## config.mk

```make
export PLATFORM = sky130hd
export DESIGN_NAME = dss_status
export DESIGN_NICKNAME = d
export VERILOG_FILES = /design/src/core/dss_pkg.sv /design/src/core/dss_status.sv
export SDC_FILE = /design/constraint.sdc
export NUM_CORES = 1
export LEC_CHECK = 0
export BUFFER_PORTS_ARGS = -buffer_cell sky130_fd_sc_hd__buf_2
export CELL_PAD_IN_SITES_DETAIL_PLACEMENT = 1
export CELL_PAD_IN_SITES_GLOBAL_PLACEMENT = 1
export CORE_UTILIZATION = 46
export DETAILED_ROUTE_END_ITERATION = 12
export PLACE_DENSITY = 0.95
export SLEW_MARGIN = 20
export SYNTH_ARGS = -nofsm -noshare
export SYNTH_HDL_FRONTEND = slang
export SYNTH_SLANG_ARGS = --single-unit
```

## constraint.sdc

```tcl
create_clock -name clk -period 8.8 [get_ports clk]
set_clock_uncertainty 0.15 [all_clocks]
set_input_delay 0.44 -clock clk [delete_from_list [all_inputs] [get_ports clk]]
set_output_delay 0.44 -clock clk [all_outputs]
set_load 0.005 [all_outputs]
```

## src/core/dss_pkg.sv

```systemverilog
// Purpose: constants and types of the sequencer status block
// Assumes: 100 MHz clk, 12-bit register byte address
// Notes:   all offsets are byte addresses
// How it works
// RULE1 - buffer-drained bit 20 sets once last DMA value fetched
// RULE2 - buffer-drained clears on length write while DMA idle
// RULE3 - DMA error bit 18 sets on master or target abort
// RULE4 - DMA error stops the engine until disabled
// RULE5 - DMA error clears when DMA engine is disabled
// RULE6 - DMA busy bit 17 shows while engine transfers
// RULE7 - DMA idle bit 16 shows while engine rests idle
// RULE8 - length write while idle validates buffer and starts fetching
// RULE9 - frame mode: trigger before count done sets frame error bit 6
// RULE10 - pulse due breaking DAC timing sets timing error bit 5
// RULE11 - pulse due without full preload sets data error bit 4
// RULE12 - any output error aborts run and halts unit until disabled; the code also returns it to idle on a write of control reset bit 1
// RULE13 - output errors clear when output unit is disabled
// RULE14 - normal mode: active bit 2 set on start, cleared at count
// RULE15 - frame mode: active set per good trigger, cleared at count
// RULE16 - preloaded bit 1 sets when all DACs hold four channels
// RULE17 - preloaded clears on each conversion pulse or manual clear
// RULE18 - output idle bit 0 shows while output unit rests idle
// RULE19 - disabling the output unit resets its internal state
// RULE20 - count of zero means continuous, active never cleared by count
// RULE21 - control bit 2 selects normal (0) or frame (1) mode
// RULE22 - DMA idle, busy, error come from one engine state
// RULE23 - status zero after reset, reserved bits read zero
package dss_pkg;
    // ==============================================================
    // register map
    localparam logic [11:0] OFF_CTRL   = 12'h2E8;
    localparam logic [11:0] OFF_STAT   = 12'h2EC;
    localparam logic [11:0] OFF_NCONV  = 12'h2F4;
    localparam logic [11:0] OFF_DMACTL = 12'h304;
    localparam logic [11:0] OFF_DMALEN = 12'h30C;
    // ==============================================================
    // field positions
    localparam int B_OU_ENA   = 0;
    localparam int B_OU_RST   = 1;
    localparam int B_OU_MODE  = 2;
    localparam int B_OU_START = 3;
    localparam int B_CLR_PRLD = 4;
    localparam int B_DMA_ENA  = 0;
    localparam int B_DRAINED  = 20;
    localparam int B_DMA_ERR  = 18;
    localparam int B_DMA_BSY  = 17;
    localparam int B_DMA_IDLE = 16;
    localparam int B_FRM_ERR  = 6;
    localparam int B_TIM_ERR  = 5;
    localparam int B_DAT_ERR  = 4;
    localparam int B_ACT      = 2;
    localparam int B_PRLD     = 1;
    localparam int B_OU_IDLE  = 0;
    localparam int NCONV_W    = 28;
    localparam logic [31:0] RST_WORD = 32'h0000_0000;
    // ==============================================================
    // engine states
    typedef enum logic [1:0] {
        DMA_OFF = 2'b00, DMA_IDLE = 2'b01, DMA_BUSY = 2'b10, DMA_FAULT = 2'b11
    } dss_dma_e;
    typedef enum logic [1:0] {
        OU_OFF = 2'b00, OU_IDLE = 2'b01, OU_RUN = 2'b10, OU_HALT = 2'b11
    } dss_ou_e;
endpackage : dss_pkg

```

## src/core/dss_status.sv

```systemverilog
// Purpose: sequencer DMA and output unit state with status register
// Assumes: event inputs synchronous to clk, one-cycle pulses
// Notes:   reads return data in the cycle after the read strobe
`timescale 1ns/100ps
module dss_status
    import dss_pkg::*;
(
    input  wire logic        clk,
    input  wire logic        nrst,
    input  wire logic [11:0] addr,
    input  wire logic [31:0] wdata,
    input  wire logic        wr,
    input  wire logic        rd,
    output logic      [31:0] rdata,
    input  wire logic        dma_fetch_last,
    input  wire logic        dma_master_abort,
    input  wire logic        dma_target_abort,
    input  wire logic        frame_trigger,
    input  wire logic        conv_tick,
    input  wire logic        dac_timing_ok,
    input  wire logic        preload_done,
    output logic             dma_fetch_en,
    output logic      [31:0] dma_buf_len,
    output logic             dac_convert,
    output logic             preload_restart
);
    // ==============================================================
    // register bus
    function automatic logic hit(input logic [11:0] a,
                                 input logic [11:0] off);
        hit = (a == off);
    endfunction : hit

    logic               output_unit_enable;
    logic               normal_or_frame_select;
    logic               dma_enable;
    logic [NCONV_W-1:0] conversions_per_run;
    logic               next_ou_en;
    logic               next_mode;
    logic               next_dma_en;
    logic [NCONV_W-1:0] next_nconv;
    logic [31:0]        next_len;
    logic               len_wr;
    logic               ou_rst_wr;
    logic               start_wr;
    logic               preload_status_clear;
    dss_dma_e           dma_state;

    // self-clearing control bits act only as strobes
    assign len_wr               = wr & hit(addr, OFF_DMALEN);
    assign ou_rst_wr            = wr & hit(addr, OFF_CTRL) & wdata[B_OU_RST];
    assign start_wr             = wr & hit(addr, OFF_CTRL) & wdata[B_OU_START];
    assign preload_status_clear = wr & hit(addr, OFF_CTRL) & wdata[B_CLR_PRLD];

    // writable fields
    always_comb begin
        next_ou_en = output_unit_enable;
        next_mode  = normal_or_frame_select;
        next_dma_en = dma_enable;
        next_nconv = conversions_per_run;
        next_len   = dma_buf_len;
        if (wr && hit(addr, OFF_CTRL)) begin
            next_ou_en = wdata[B_OU_ENA];
            next_mode  = wdata[B_OU_MODE]; // see RULE21
        end
        if (wr && hit(addr, OFF_DMACTL)) begin
            next_dma_en = wdata[B_DMA_ENA];
        end
        if (wr && hit(addr, OFF_NCONV)) begin
            next_nconv = wdata[NCONV_W-1:0];
        end
        // length only latched when a buffer may be validated
        if (len_wr && dma_state == DMA_IDLE) begin
            next_len = wdata;
        end
    end

    always_ff @(posedge clk or negedge nrst) begin
        if (!nrst) begin
            output_unit_enable     <= 1'b0;
            normal_or_frame_select <= 1'b0;
            dma_enable             <= 1'b0;
            conversions_per_run    <= '0;
            dma_buf_len            <= RST_WORD;
        end else begin
            output_unit_enable     <= next_ou_en;
            normal_or_frame_select <= next_mode;
            dma_enable             <= next_dma_en;
            conversions_per_run    <= next_nconv;
            dma_buf_len            <= next_len;
        end
    end

    // ==============================================================
    // dma engine
    dss_dma_e next_dma_state;
    logic     dma_buffer_drained;
    logic     next_drained;
    logic     dma_rest_state;
    logic     dma_active_state;
    logic     dma_fault_state;
    logic     abort;

    assign abort = dma_master_abort | dma_target_abort;

    // disable overrides everything, so a fault cannot outlive it
    always_comb begin
        next_dma_state = dma_state;
        next_drained   = dma_buffer_drained;
        if (!dma_enable) begin
            next_dma_state = DMA_OFF; // see RULE5
        end else begin
            case (dma_state)
                DMA_OFF: begin
                    next_dma_state = DMA_IDLE;
                end
                DMA_IDLE: begin
                    if (len_wr) begin
                        next_dma_state = DMA_BUSY; // see RULE8
                        next_drained   = 1'b0;     // see RULE2
                    end
                end
                DMA_BUSY: begin
                    if (abort) begin
                        next_dma_state = DMA_FAULT; // see RULE3
                    end else if (dma_fetch_last) begin
                        next_dma_state = DMA_IDLE;
                        next_drained   = 1'b1; // see RULE1
                    end
                end
                DMA_FAULT: begin
                    next_dma_state = DMA_FAULT; // see RULE4
                end
                default: begin
                    next_dma_state = DMA_OFF;
                end
            endcase
        end
    end

    always_ff @(posedge clk or negedge nrst) begin
        if (!nrst) begin
            dma_state          <= DMA_OFF;
            dma_buffer_drained <= 1'b0;
        end else begin
            dma_state          <= next_dma_state;
            dma_buffer_drained <= next_drained;
        end
    end

    // one state drives all three flags
    assign dma_rest_state   = (dma_state == DMA_IDLE);  // see RULE7, RULE22
    assign dma_active_state = (dma_state == DMA_BUSY);  // see RULE6, RULE22
    assign dma_fault_state  = (dma_state == DMA_FAULT); // see RULE22
    assign dma_fetch_en     = dma_active_state;

    // ==============================================================
    // output unit
    dss_ou_e            ou_state;
    dss_ou_e            next_ou_state;
    logic [NCONV_W-1:0] conv_cnt;
    logic [NCONV_W-1:0] next_cnt;
    logic [NCONV_W-1:0] cnt_inc;
    logic               frame_overrun_fault;
    logic               pulse_timing_fault;
    logic               preload_missing_fault;
    logic               next_frm;
    logic               next_tim;
    logic               next_dat;
    logic               dacs_preloaded;
    logic               next_prld;
    logic               next_convert;
    logic               conversion_run_active;
    logic               output_unit_rest;
    logic               cont;

    assign cnt_inc = conv_cnt + 1'b1;
    assign cont    = (conversions_per_run == '0);

    // errors take priority over a pulse; frame error beats a tick
    always_comb begin
        next_ou_state = ou_state;
        next_cnt      = conv_cnt;
        next_frm      = frame_overrun_fault;
        next_tim      = pulse_timing_fault;
        next_dat      = preload_missing_fault;
        next_convert  = 1'b0;
        if (!output_unit_enable || ou_rst_wr) begin
            // see RULE13, RULE19
            next_ou_state = output_unit_enable ? OU_IDLE : OU_OFF;
            next_cnt      = '0;
            next_frm      = 1'b0;
            next_tim      = 1'b0;
            next_dat      = 1'b0;
        end else begin
            case (ou_state)
                OU_OFF: begin
                    next_ou_state = OU_IDLE;
                end
                OU_IDLE: begin
                    if (!normal_or_frame_select && start_wr) begin
                        next_ou_state = OU_RUN; // see RULE14
                        next_cnt      = '0;
                    end else if (normal_or_frame_select && frame_trigger) begin
                        next_ou_state = OU_RUN; // see RULE15
                        next_cnt      = '0;
                    end
                end
                OU_RUN: begin
                    if (normal_or_frame_select && frame_trigger && !cont) begin
                        next_frm      = 1'b1;    // see RULE9
                        next_ou_state = OU_HALT; // see RULE12
                    end else if (conv_tick && !dac_timing_ok) begin
                        next_tim      = 1'b1;    // see RULE10
                        next_ou_state = OU_HALT; // see RULE12
                    end else if (conv_tick && !dacs_preloaded) begin
                        next_dat      = 1'b1;    // see RULE11
                        next_ou_state = OU_HALT; // see RULE12
                    end else if (conv_tick) begin
                        next_convert = 1'b1;
                        next_cnt     = cnt_inc;
                        if (!cont && cnt_inc == conversions_per_run) begin
                            // see RULE14, RULE15, RULE20
                            next_ou_state = OU_IDLE;
                        end
                    end
                end
                OU_HALT: begin
                    next_ou_state = OU_HALT; // see RULE12
                end
                default: begin
                    next_ou_state = OU_OFF;
                end
            endcase
        end
    end

    // preload flag: a new preload in the same cycle as a clear wins while the unit is enabled
    always_comb begin
        next_prld = dacs_preloaded;
        if (next_convert || preload_status_clear || !output_unit_enable
            || ou_rst_wr) begin
            next_prld = 1'b0; // see RULE17
        end
        if (preload_done && output_unit_enable) begin
            next_prld = 1'b1; // see RULE16
        end
    end

    always_ff @(posedge clk or negedge nrst) begin
        if (!nrst) begin
            ou_state              <= OU_OFF;
            conv_cnt              <= '0;
            frame_overrun_fault   <= 1'b0;
            pulse_timing_fault    <= 1'b0;
            preload_missing_fault <= 1'b0;
            dacs_preloaded        <= 1'b0;
            dac_convert           <= 1'b0;
            preload_restart       <= 1'b0;
        end else begin
            ou_state              <= next_ou_state;
            conv_cnt              <= next_cnt;
            frame_overrun_fault   <= next_frm;
            pulse_timing_fault    <= next_tim;
            preload_missing_fault <= next_dat;
            dacs_preloaded        <= next_prld;
            dac_convert           <= next_convert;
            preload_restart       <= preload_status_clear;
        end
    end

    assign conversion_run_active = (ou_state == OU_RUN);  // see RULE14
    assign output_unit_rest      = (ou_state == OU_IDLE); // see RULE18

    // ==============================================================
    // read path, one cycle latency
    logic [31:0] stat_word;
    logic [31:0] next_rdata;

    // reserved positions stay zero
    always_comb begin
        stat_word             = RST_WORD; // see RULE23
        stat_word[B_DRAINED]  = dma_buffer_drained;
        stat_word[B_DMA_ERR]  = dma_fault_state;
        stat_word[B_DMA_BSY]  = dma_active_state;
        stat_word[B_DMA_IDLE] = dma_rest_state;
        stat_word[B_FRM_ERR]  = frame_overrun_fault;
        stat_word[B_TIM_ERR]  = pulse_timing_fault;
        stat_word[B_DAT_ERR]  = preload_missing_fault;
        stat_word[B_ACT]      = conversion_run_active;
        stat_word[B_PRLD]     = dacs_preloaded;
        stat_word[B_OU_IDLE]  = output_unit_rest;
    end

    // unmapped addresses read zero; data holds only one cycle
    always_comb begin
        next_rdata = RST_WORD;
        if (rd) begin
            if (hit(addr, OFF_STAT)) begin
                next_rdata = stat_word;
            end else if (hit(addr, OFF_CTRL)) begin
                next_rdata[B_OU_ENA]  = output_unit_enable;
                next_rdata[B_OU_MODE] = normal_or_frame_select;
            end else if (hit(addr, OFF_NCONV)) begin
                next_rdata[NCONV_W-1:0] = conversions_per_run;
            end else if (hit(addr, OFF_DMACTL)) begin
                next_rdata[B_DMA_ENA] = dma_enable;
            end else if (hit(addr, OFF_DMALEN)) begin
                next_rdata = dma_buf_len;
            end
        end
    end

    always_ff @(posedge clk or negedge nrst) begin
        if (!nrst) begin
            rdata <= RST_WORD;
        end else begin
            rdata <= next_rdata;
        end
    end
endmodule : dss_status

```

==> summary.md, run 1 <==
| Metric | Value |
|---|---|
| Height of the chip | `122.9 um` |
| Synth-to-layout area growth | `19.82%` |
| Final hold violation count | `0` |
| Synth Cell Area | `6729 um^2` |
| Post-synthesis net count | `758` |
| Layout cells sized above 1 | `24.79%` |
| Global-route wire length before repair | `41010 um` |
| Async set or reset register ratio after synthesis | `100.0%` |
| CP Class | `reg2reg` |
| Critical path's top delay family | `simple AND/OR/NAND/NOR gates` |
| Post-synth EDFFs | `0` |
| Diode count | `0` |
| Worst-Skew Late Latency | `0.44 ns` |
| Startpoint Class | `register` |
| Final Wtd Congestion | `0.9104` |
| Initial antenna violation count | `0` |
| Largest net degree at the start of global routing | `84` |
| PwrDens | `172.5 nW/um^2` |
| Number of synthesized register bits | `134` |
| Routed Antenna Nets | `0` |
| Max incr delay on CP | `1.01 ns` |
| Leak pwr | `4.068 nW` |
| Top FF cell, synth | `dfrtp_1` |
| Final setup margin | `4.433 ns` |
| Hold Crit Class | `in2reg` |
| DRC viols | `0` |
| Total Wirelength | `26430 um` |
| Synthesized netlist cell count | `698` |
| Max-cap violations | `0` |
| Clk pin slew, worst setup/hold paths | `0.06 ns` |
| Syn_area_per_cell | `9.640 um^2` |
| DR vias | `6589` |
| Critical path buffers and inverters | `0` |
| Status | `finished clean` |
| Commonest cells after routing, fill and taps aside | `nand2_1, dfrtp_1, buf_2` |
| Final period util | `49.63%` |
| Post-synthesis sequential area ratio | `49.83%` |
| Die area | `15120 um^2` |
| CTS Buf Count | `17` |
| Max clock buf depth | `2` |
| Fmax | `229.0 MHz` |
| Initial Util | `47.74%` |
| Post_cts resized | `0` |
| Final Slew Violations | `0` |
| Final setup fails | `0` |
| Gr usage total | `37.42%` |
| Post-synthesis cell type count | `67` |
| Root Driver | `clkbuf_16` |
| Peak VDD IR | `140.0 uV` |
| Dpl hpwl | `16380 um` |
| Max-slew headroom | `21.64%` |
| Worst Tran Pin Value | `1.173 ns` |
| Post-DR vias/cell | `6.569` |
| CTS tree | `yes` |
| Fin nets | `870` |
| CP max FO | `23` |
| Detailed Route Iter0 Violations | `613` |
| WP data arrival | `4.53 ns` |
| CP endpoint kind | `register` |
| Die width | `122.9 um` |
| Synth warnings | `0` |
| CP required | `8.96 ns` |
| Total Neg Setup Slack | `0 ns` |
| Fillers | `1633` |
| Pre-CTS setup slack | `4.589 ns` |
| Area of the multi-input gates | `3179 um^2` |
| # IOs | `122` |
| Total gr overflow | `0` |
| Vias in the first global route | `7125` |
| Commonest non-fill, non-tap cell in the layout | `nand2_1` |
| Sequence of cells on the critical path | `nor4_1, nand4_1, o21bai_1, a41oi_1, o31ai_4, nor2b_1, nand2_1, o21ai_0` |
| RSZ-0062 raised after global routing | `false` |
| CTS Sinks | `134` |
| Initial DRT Pass Iterations | `7` |
| Slowest CP cell | `nor2b_1` |
| Placeable Area | `14100 um^2` |
| WL/cell | `26.35 um` |
| Post-layout min period | `4.367 ns` |
| CTS H-tree lvls | `4` |
| Reg area | `3353 um^2` |
| Post-CTS Setup Inserts | `0` |
| Port Buffers | `121` |
| Cell Rows | `43` |
-- cells by family (layout without fill, tap and decap cells) --
family | after synthesis | count (layout) | synth area share (%)
XOR/XNOR | 41 | 41 | 5.336
adder cells (fa/ha/maj) | 5 | 5 | 0.9297
AO/OA/AOI/OAI | 129 | 129 | 12.81
AND/OR/NAND/NOR | 310 | 310 | 22.65
multiplexers | 32 | 32 | 5.318
flip-flops | 134 | 134 | 49.83
buffers and inverters | 47 | 172 | 3.124
-- registers in the layout, indices dropped and copies added (netlist names), 2 cells and up --
name	cells
conv_cnt	28
conversions_per_run	28
dma_buf_len	32
dma_state	2
ou_state	2
rdata	32
-- per-layer routing --
metal	vias up	global-route usage, %	part of all wire [%]
li1	2687	-	-
met5	-	0	0
met1	3295	41.31	35
met4	0	27.06	6.6
met3	154	10.01	8.0
met2	453	62.32	50
-- cell type report --
type                       instances  share of cell area [%]
clock buffer                      18                   5.323
clock inverter                    14                   1.986
inverter                          11                  0.5121
multi-input combinational        517                   39.43
sequential                       134                   41.59
tap                              180                   2.793
timing repair buffer             129                   8.364
-- synthesized netlist by cell type, types with 4 or more instances --
library cell | n | area, um^2
and3_1 | 14 | 87.58
xor2_1 | 10 | 87.58
o21ai_0 | 45 | 225.2
a222oi_1 | 6 | 60.06
and2_1 | 9 | 56.30
ha_1 | 5 | 62.56
inv_1 | 11 | 41.29
mux2_2 | 30 | 337.8
dfrtp_1 | 134 | 3353
nor2b_1 | 11 | 68.82
and4_1 | 4 | 35.03
nor3_1 | 6 | 30.03
a22oi_1 | 21 | 157.7
nor2_1 | 41 | 153.9
a21oi_1 | 12 | 60.06
a21boi_0 | 4 | 30.03
clkbuf_1 | 27 | 101.4
a31oi_1 | 6 | 37.54
nand4_1 | 6 | 37.54
nor4_1 | 14 | 87.58
o31ai_1 | 13 | 97.59
nand3_1 | 18 | 90.09
nand2_1 | 160 | 600.6
xnor2_1 | 31 | 271.5
-- path summary, 6_finish.rpt --
kind,start,end,slack (ns),cells past startpoint
hold reg to reg,conv_cnt[27],conv_cnt[27],0.35,1
max in group asynchronous,nrst,dma_enable,6.81,3
setup / recovery,conversions_per_run[26],conv_cnt[10],4.43,8
setup reg to reg,conversions_per_run[26],conv_cnt[10],4.43,8
hold / removal,wdata[29],dma_buf_len[29],0.06,3
min in group asynchronous,nrst,conv_cnt[24],0.47,2
-- worst min-delay path, cell delays in order --
cell,delay [ns]
buf_2,0.07
nand2_1,0.04
nand2_1,0.06
-- repair_timing --
action | in CTS | in global routing
endpoints found under the hold margin | 82 | 0
hold buffers | 1 | 0
setup endpoints to repair | 0 | 0
-- stage by stage --
stage	utilization (%)	cells	instance area (um^2)	total power, mW	hold slack (ns)
2_1_floorplan	-	698	6729	0.6381	-0.005591
3_3_place_gp	52.95	970	7463	0.6708	0.3201
3_5_place_dp	52.95	970	7463	0.6727	0.3484
4_1_cts	57.20	1003	8063	1.388	0.06081
5_1_grt	57.20	1003	8063	1.424	0.07648
6_report	57.20	1003	8063	1.391	0.05715
-- report_power, final --
part | total [mW] | internal, mW | switching [mW]
combinational | 0.0454 | 0.0143 | 0.0311
sequential | 0.618 | 0.617 | 0.00139
clock | 0.727 | 0.442 | 0.285
total | 1.39 | 1.07 | 0.318
Note: power is estimated with default switching activity, not from simulation.
==> run 2: changes to the inputs <==
ABC_AREA = 1   (was not set)
CORE_UTILIZATION = 37   (was 46)
PLACE_DENSITY = 0.87   (was 0.95)
clock period = 3.85 ns   (was 8.8 ns; I/O delays follow)
==> run 2 against run 1 <==
Critical endpoint is now conv_cnt[0]. Count of clock-buffer cells in the layout is 5 higher. Utilization is 9.7 points lower. Non-clock buffer count increased by 38. Die area grew 29%. Critical path type unchanged. Synthesized area grew 4.6%. Cell area grew 9.7%. Sequential power grew 130%. Sequential cell count stayed put. Cell count is 34% higher. Maximum frequency is 45% higher. Via count increased by 13%.
==> summary.md, run 2 <==
| Metric | Value |
|---|---|
| Status | `finished clean` |
| Flop pwr share | `44.4% (about the same)` |
| Post-synthesis net count | `993 (+31%)` |
| Synth-to-layout area growth | `25.75%` |
| CP max FO | `17 (-26%)` |
| Commonest cells after routing, fill and taps aside | `nand2_1, dfrtp_1, buf_2` |
| Peak VDD IR | `216.7 uV (+55%)` |
| Total Neg Setup Slack | `0 ns (unchanged)` |
| R2R setup slack | `0.84 ns (-3.59 ns)` |
| Post-CTS Setup Inserts | `0 (unchanged)` |
| Final hold violation count | `0 (unchanged)` |
| CTS Sinks | `134 (unchanged)` |
| Synth Cell Area | `7035 um^2 (+4.6%)` |
| Synth top area share | `47.66% (-2.2 points)` |
| Synth warnings | `0 (unchanged)` |
| Psw | `0.7924 mW (+150%)` |
| Hold EP | `dma_buffer_drained` |
| Root Driver | `clkbuf_16` |
| DRC viols | `0 (unchanged)` |
| Final setup margin | `0.8394 ns (-3.593 ns)` |
| CP startpoint | `conversions_per_run[22]` |
| CP endpoint kind | `register` |
| Vias in the first global route | `8069 (+13%)` |
| Max-cap violations | `0 (unchanged)` |
| Diode count | `0 (unchanged)` |
| Int Power | `2.455 mW (+130%)` |
| Final core area utilization | `47.46% (-9.7 points)` |
| # IOs | `122 (unchanged)` |
| Commonest non-fill, non-tap cell in the layout | `nand2_1` |
| Die width | `139.9 um (+14%)` |
| CTS Buf Count | `17 (unchanged)` |
| Post_cts resized | `0 (unchanged)` |
| Async set or reset register ratio after synthesis | `100.0% (unchanged)` |
| Max clock buf depth | `2 (unchanged)` |
| WL/cell | `20.58 um (-22%)` |
| CTS tree | `yes` |
| Dpl hpwl | `17840 um (+8.9%)` |
| Count leader, synth | `nand2_1` |
| Final Slew Violations | `0 (unchanged)` |
| Hold_buf cts | `39 (+38)` |
| Post-layout min period | `3.011 ns (-1.357 ns)` |
| Die area | `19570 um^2 (+29%)` |
| Initial antenna violation count | `0 (unchanged)` |
| Placement-stage cell area | `7895 um^2 (+5.8%)` |
| Reg2reg end | `conv_cnt[0]` |
| Net Sw Frac | `24.40% (+1.6 points)` |
| Final Wtd Congestion | `0.9001 (-1.1%)` |
| Largest registers | `dma_buf_len x32, rdata x32` |
| Startpoint Class | `register` |
| Leak pwr | `4.430 nW (+8.9%)` |
| Initial DRT Pass Iterations | `5 (-2)` |
| Fmax | `332.2 MHz (+45%)` |
| Worst Tran Pin Value | `0.9971 ns (-0.1759 ns)` |
| Final period util | `78.20% (+29 points)` |
| Syn_area_per_cell | `7.541 um^2 (-22%)` |
| Number of synthesized register bits | `134 (unchanged)` |
| Reg2reg path depth | `13 (+5)` |
| R2R Path Start | `conversions_per_run[22]` |
| Hold Crit Class | `in2reg` |
| Worst-Skew Late Latency | `0.44 ns (about the same)` |
| Port Buffers | `121 (unchanged)` |
| Post-DR vias/cell | `5.541 (-16%)` |
| Hold WS | `0.02734 ns (-0.02981 ns)` |
| Routed Antenna Nets | `0 (unchanged)` |
| Total gr overflow | `0 (unchanged)` |
| Height of the chip | `139.9 um (+14%)` |
| Placeable Area | `18640 um^2 (+32%)` |
| Combinational share of power | `6.7% (+3.4 points)` |
| Pre-CTS setup slack | `1.136 ns (-3.453 ns)` |
| Hold path start | `dma_fetch_last` |
| RSZ-0062 raised after global routing | `false` |
| Post-synthesis cell type count | `42 (-37%)` |
| Clk pin slew, worst setup/hold paths | `0.06 ns (about the same)` |
| DR vias | `7430 (+13%)` |
| Max-slew headroom | `33.53% (+12 points)` |
| Total Wirelength | `27590 um (+4.4%)` |
| Fin area | `8847 um^2 (+9.7%)` |
| CTS H-tree lvls | `4 (unchanged)` |
| Post-synth EDFFs | `0 (unchanged)` |
| Largest net degree at the start of global routing | `104 (+24%)` |
| Synth top area cells | `dfrtp_1, nand2_1, o21ai_0, inv_1, nor2_1` |
| PwrDens | `367.1 nW/um^2 (+110%)` |
| Fin nets | `1155 (+33%)` |
| Cell type with the highest aggregate area in the netlist | `dfrtp_1` |
| Gr usage total | `29.30% (-8.1 points)` |
| Layout cells sized above 1 | `17.25% (-7.5 points)` |
| CP required | `4.02 ns (-4.94 ns)` |
| Synthesized netlist cell count | `933 (+34%)` |
| Final setup fails | `0 (unchanged)` |
| Cell Rows | `50 (+16%)` |
| Hold depth | `5 (+2)` |
| Clock power frac | `49.0% (-3.3 points)` |
| CP Class | `reg2reg` |
| Post-synthesis sequential area ratio | `47.66% (-2.2 points)` |
| Commonest cells post-synth | `nand2_1, dfrtp_1, inv_1` |
| WP data arrival | `3.18 ns (-1.35 ns)` |
| Global-route wire length before repair | `43780 um (+6.7%)` |
| Initial Util | `37.74% (-10 points)` |
| Top FF cell, synth | `dfrtp_1` |
| Detailed Route Iter0 Violations | `546 (-11%)` |
run 2: cell types whose count changed after synthesis, moves of 14 or more:
cell | previous run | this run
nand3_1 | 18 | 65
o21ai_0 | 45 | 85
nor2_1 | 41 | 96
xnor2_1 | 31 | 3
o22ai_1 | 0 | 15
inv_1 | 11 | 112
a22oi_1 | 21 | 0
nor4_1 | 14 | 0
mux2_2 | 30 | 4
nand2_1 | 160 | 284
a21oi_1 | 12 | 26
run 2: worst max-delay path by stage:
| stage | to | slack, ns |
|---|---|---|
| 3_3_place_gp | conv_cnt[0] | 1.13 |
| 2_1_floorplan | ou_state[0] | 1.76 |
| 4_1_cts | conv_cnt[0] | 1.00 |
| 5_1_grt | conv_cnt[3] | 0.73 |
| 6_report | conv_cnt[0] | 0.84 |
| 3_5_place_dp | conv_cnt[5] | 1.14 |
run 2: cell families after synthesis:
group	synth area share, %
multiplexers	0.7825
XOR/XNOR	1.405
buffers and inverters	7.594
flip-flops	47.66
adder cells (fa/ha/maj)	0.8892
AO/OA/AOI/OAI	11.03
AND/OR/NAND/NOR	30.64
run 2: layout make-up:
| type | count | area (um^2) |
|---|---|---|
| Timing Repair Buffer | 167 | 1055 |
| Sequential cell | 134 | 3353 |
| Multi-Input combinational cell | 660 | 3153 |
| Inverter | 115 | 431.7 |
| Tap cell | 234 | 292.8 |
| Clock buffer | 23 | 488.0 |
| Clock inverter | 8 | 73.82 |
| Fill cell | 2340 | 9796 |
run 2: worst max-delay path: stages (launching register included):
cell and delay (ns):
dfrtp_1 0.45, inv_1 0.13, nand2_1 0.07, nor2_1 0.16, nand2_1 0.10, nor2_1 0.13
nand2_1 0.14, nand3_2 0.12, nand2_1 0.12, o21ai_1 0.21, a21oi_1 0.14, nor2_4 0.26
nand2_2 0.34, o21ai_0 0.35
run 2: through the flow:
step | instances | power [mW]
finish | 1341 | 3.248
global route | 1341 | 3.322
CTS | 1341 | 3.240
detailed placement | 1271 | 1.645
global placement | 1271 | 1.640
floorplan | 933 | 1.541
run 2: power by group through the flow:
stage	registers (mW)	clock network, mW	logic, mW
floorplan	1.46	0	0.0811
global placement	1.46	0	0.176
detailed placement	1.46	0	0.181
CTS	1.44	1.59	0.213
global route	1.44	1.64	0.239
finish	1.44	1.59	0.216
run 2: layer usage:
| metal | up-vias | wire [um] | part of all wire (%) | track usage, % |
|---|---|---|---|---|
| li1 | 3316 | - | - | - |
| met1 | 3710 | 10870 | 39 | 34.08 |
| met2 | 307 | 13820 | 50 | 50.50 |
| met3 | 97 | 1601 | 5.8 | 6.051 |
| met4 | 0 | 1302 | 4.7 | 16.25 |
| met5 | - | 0 | 0 | 0 |
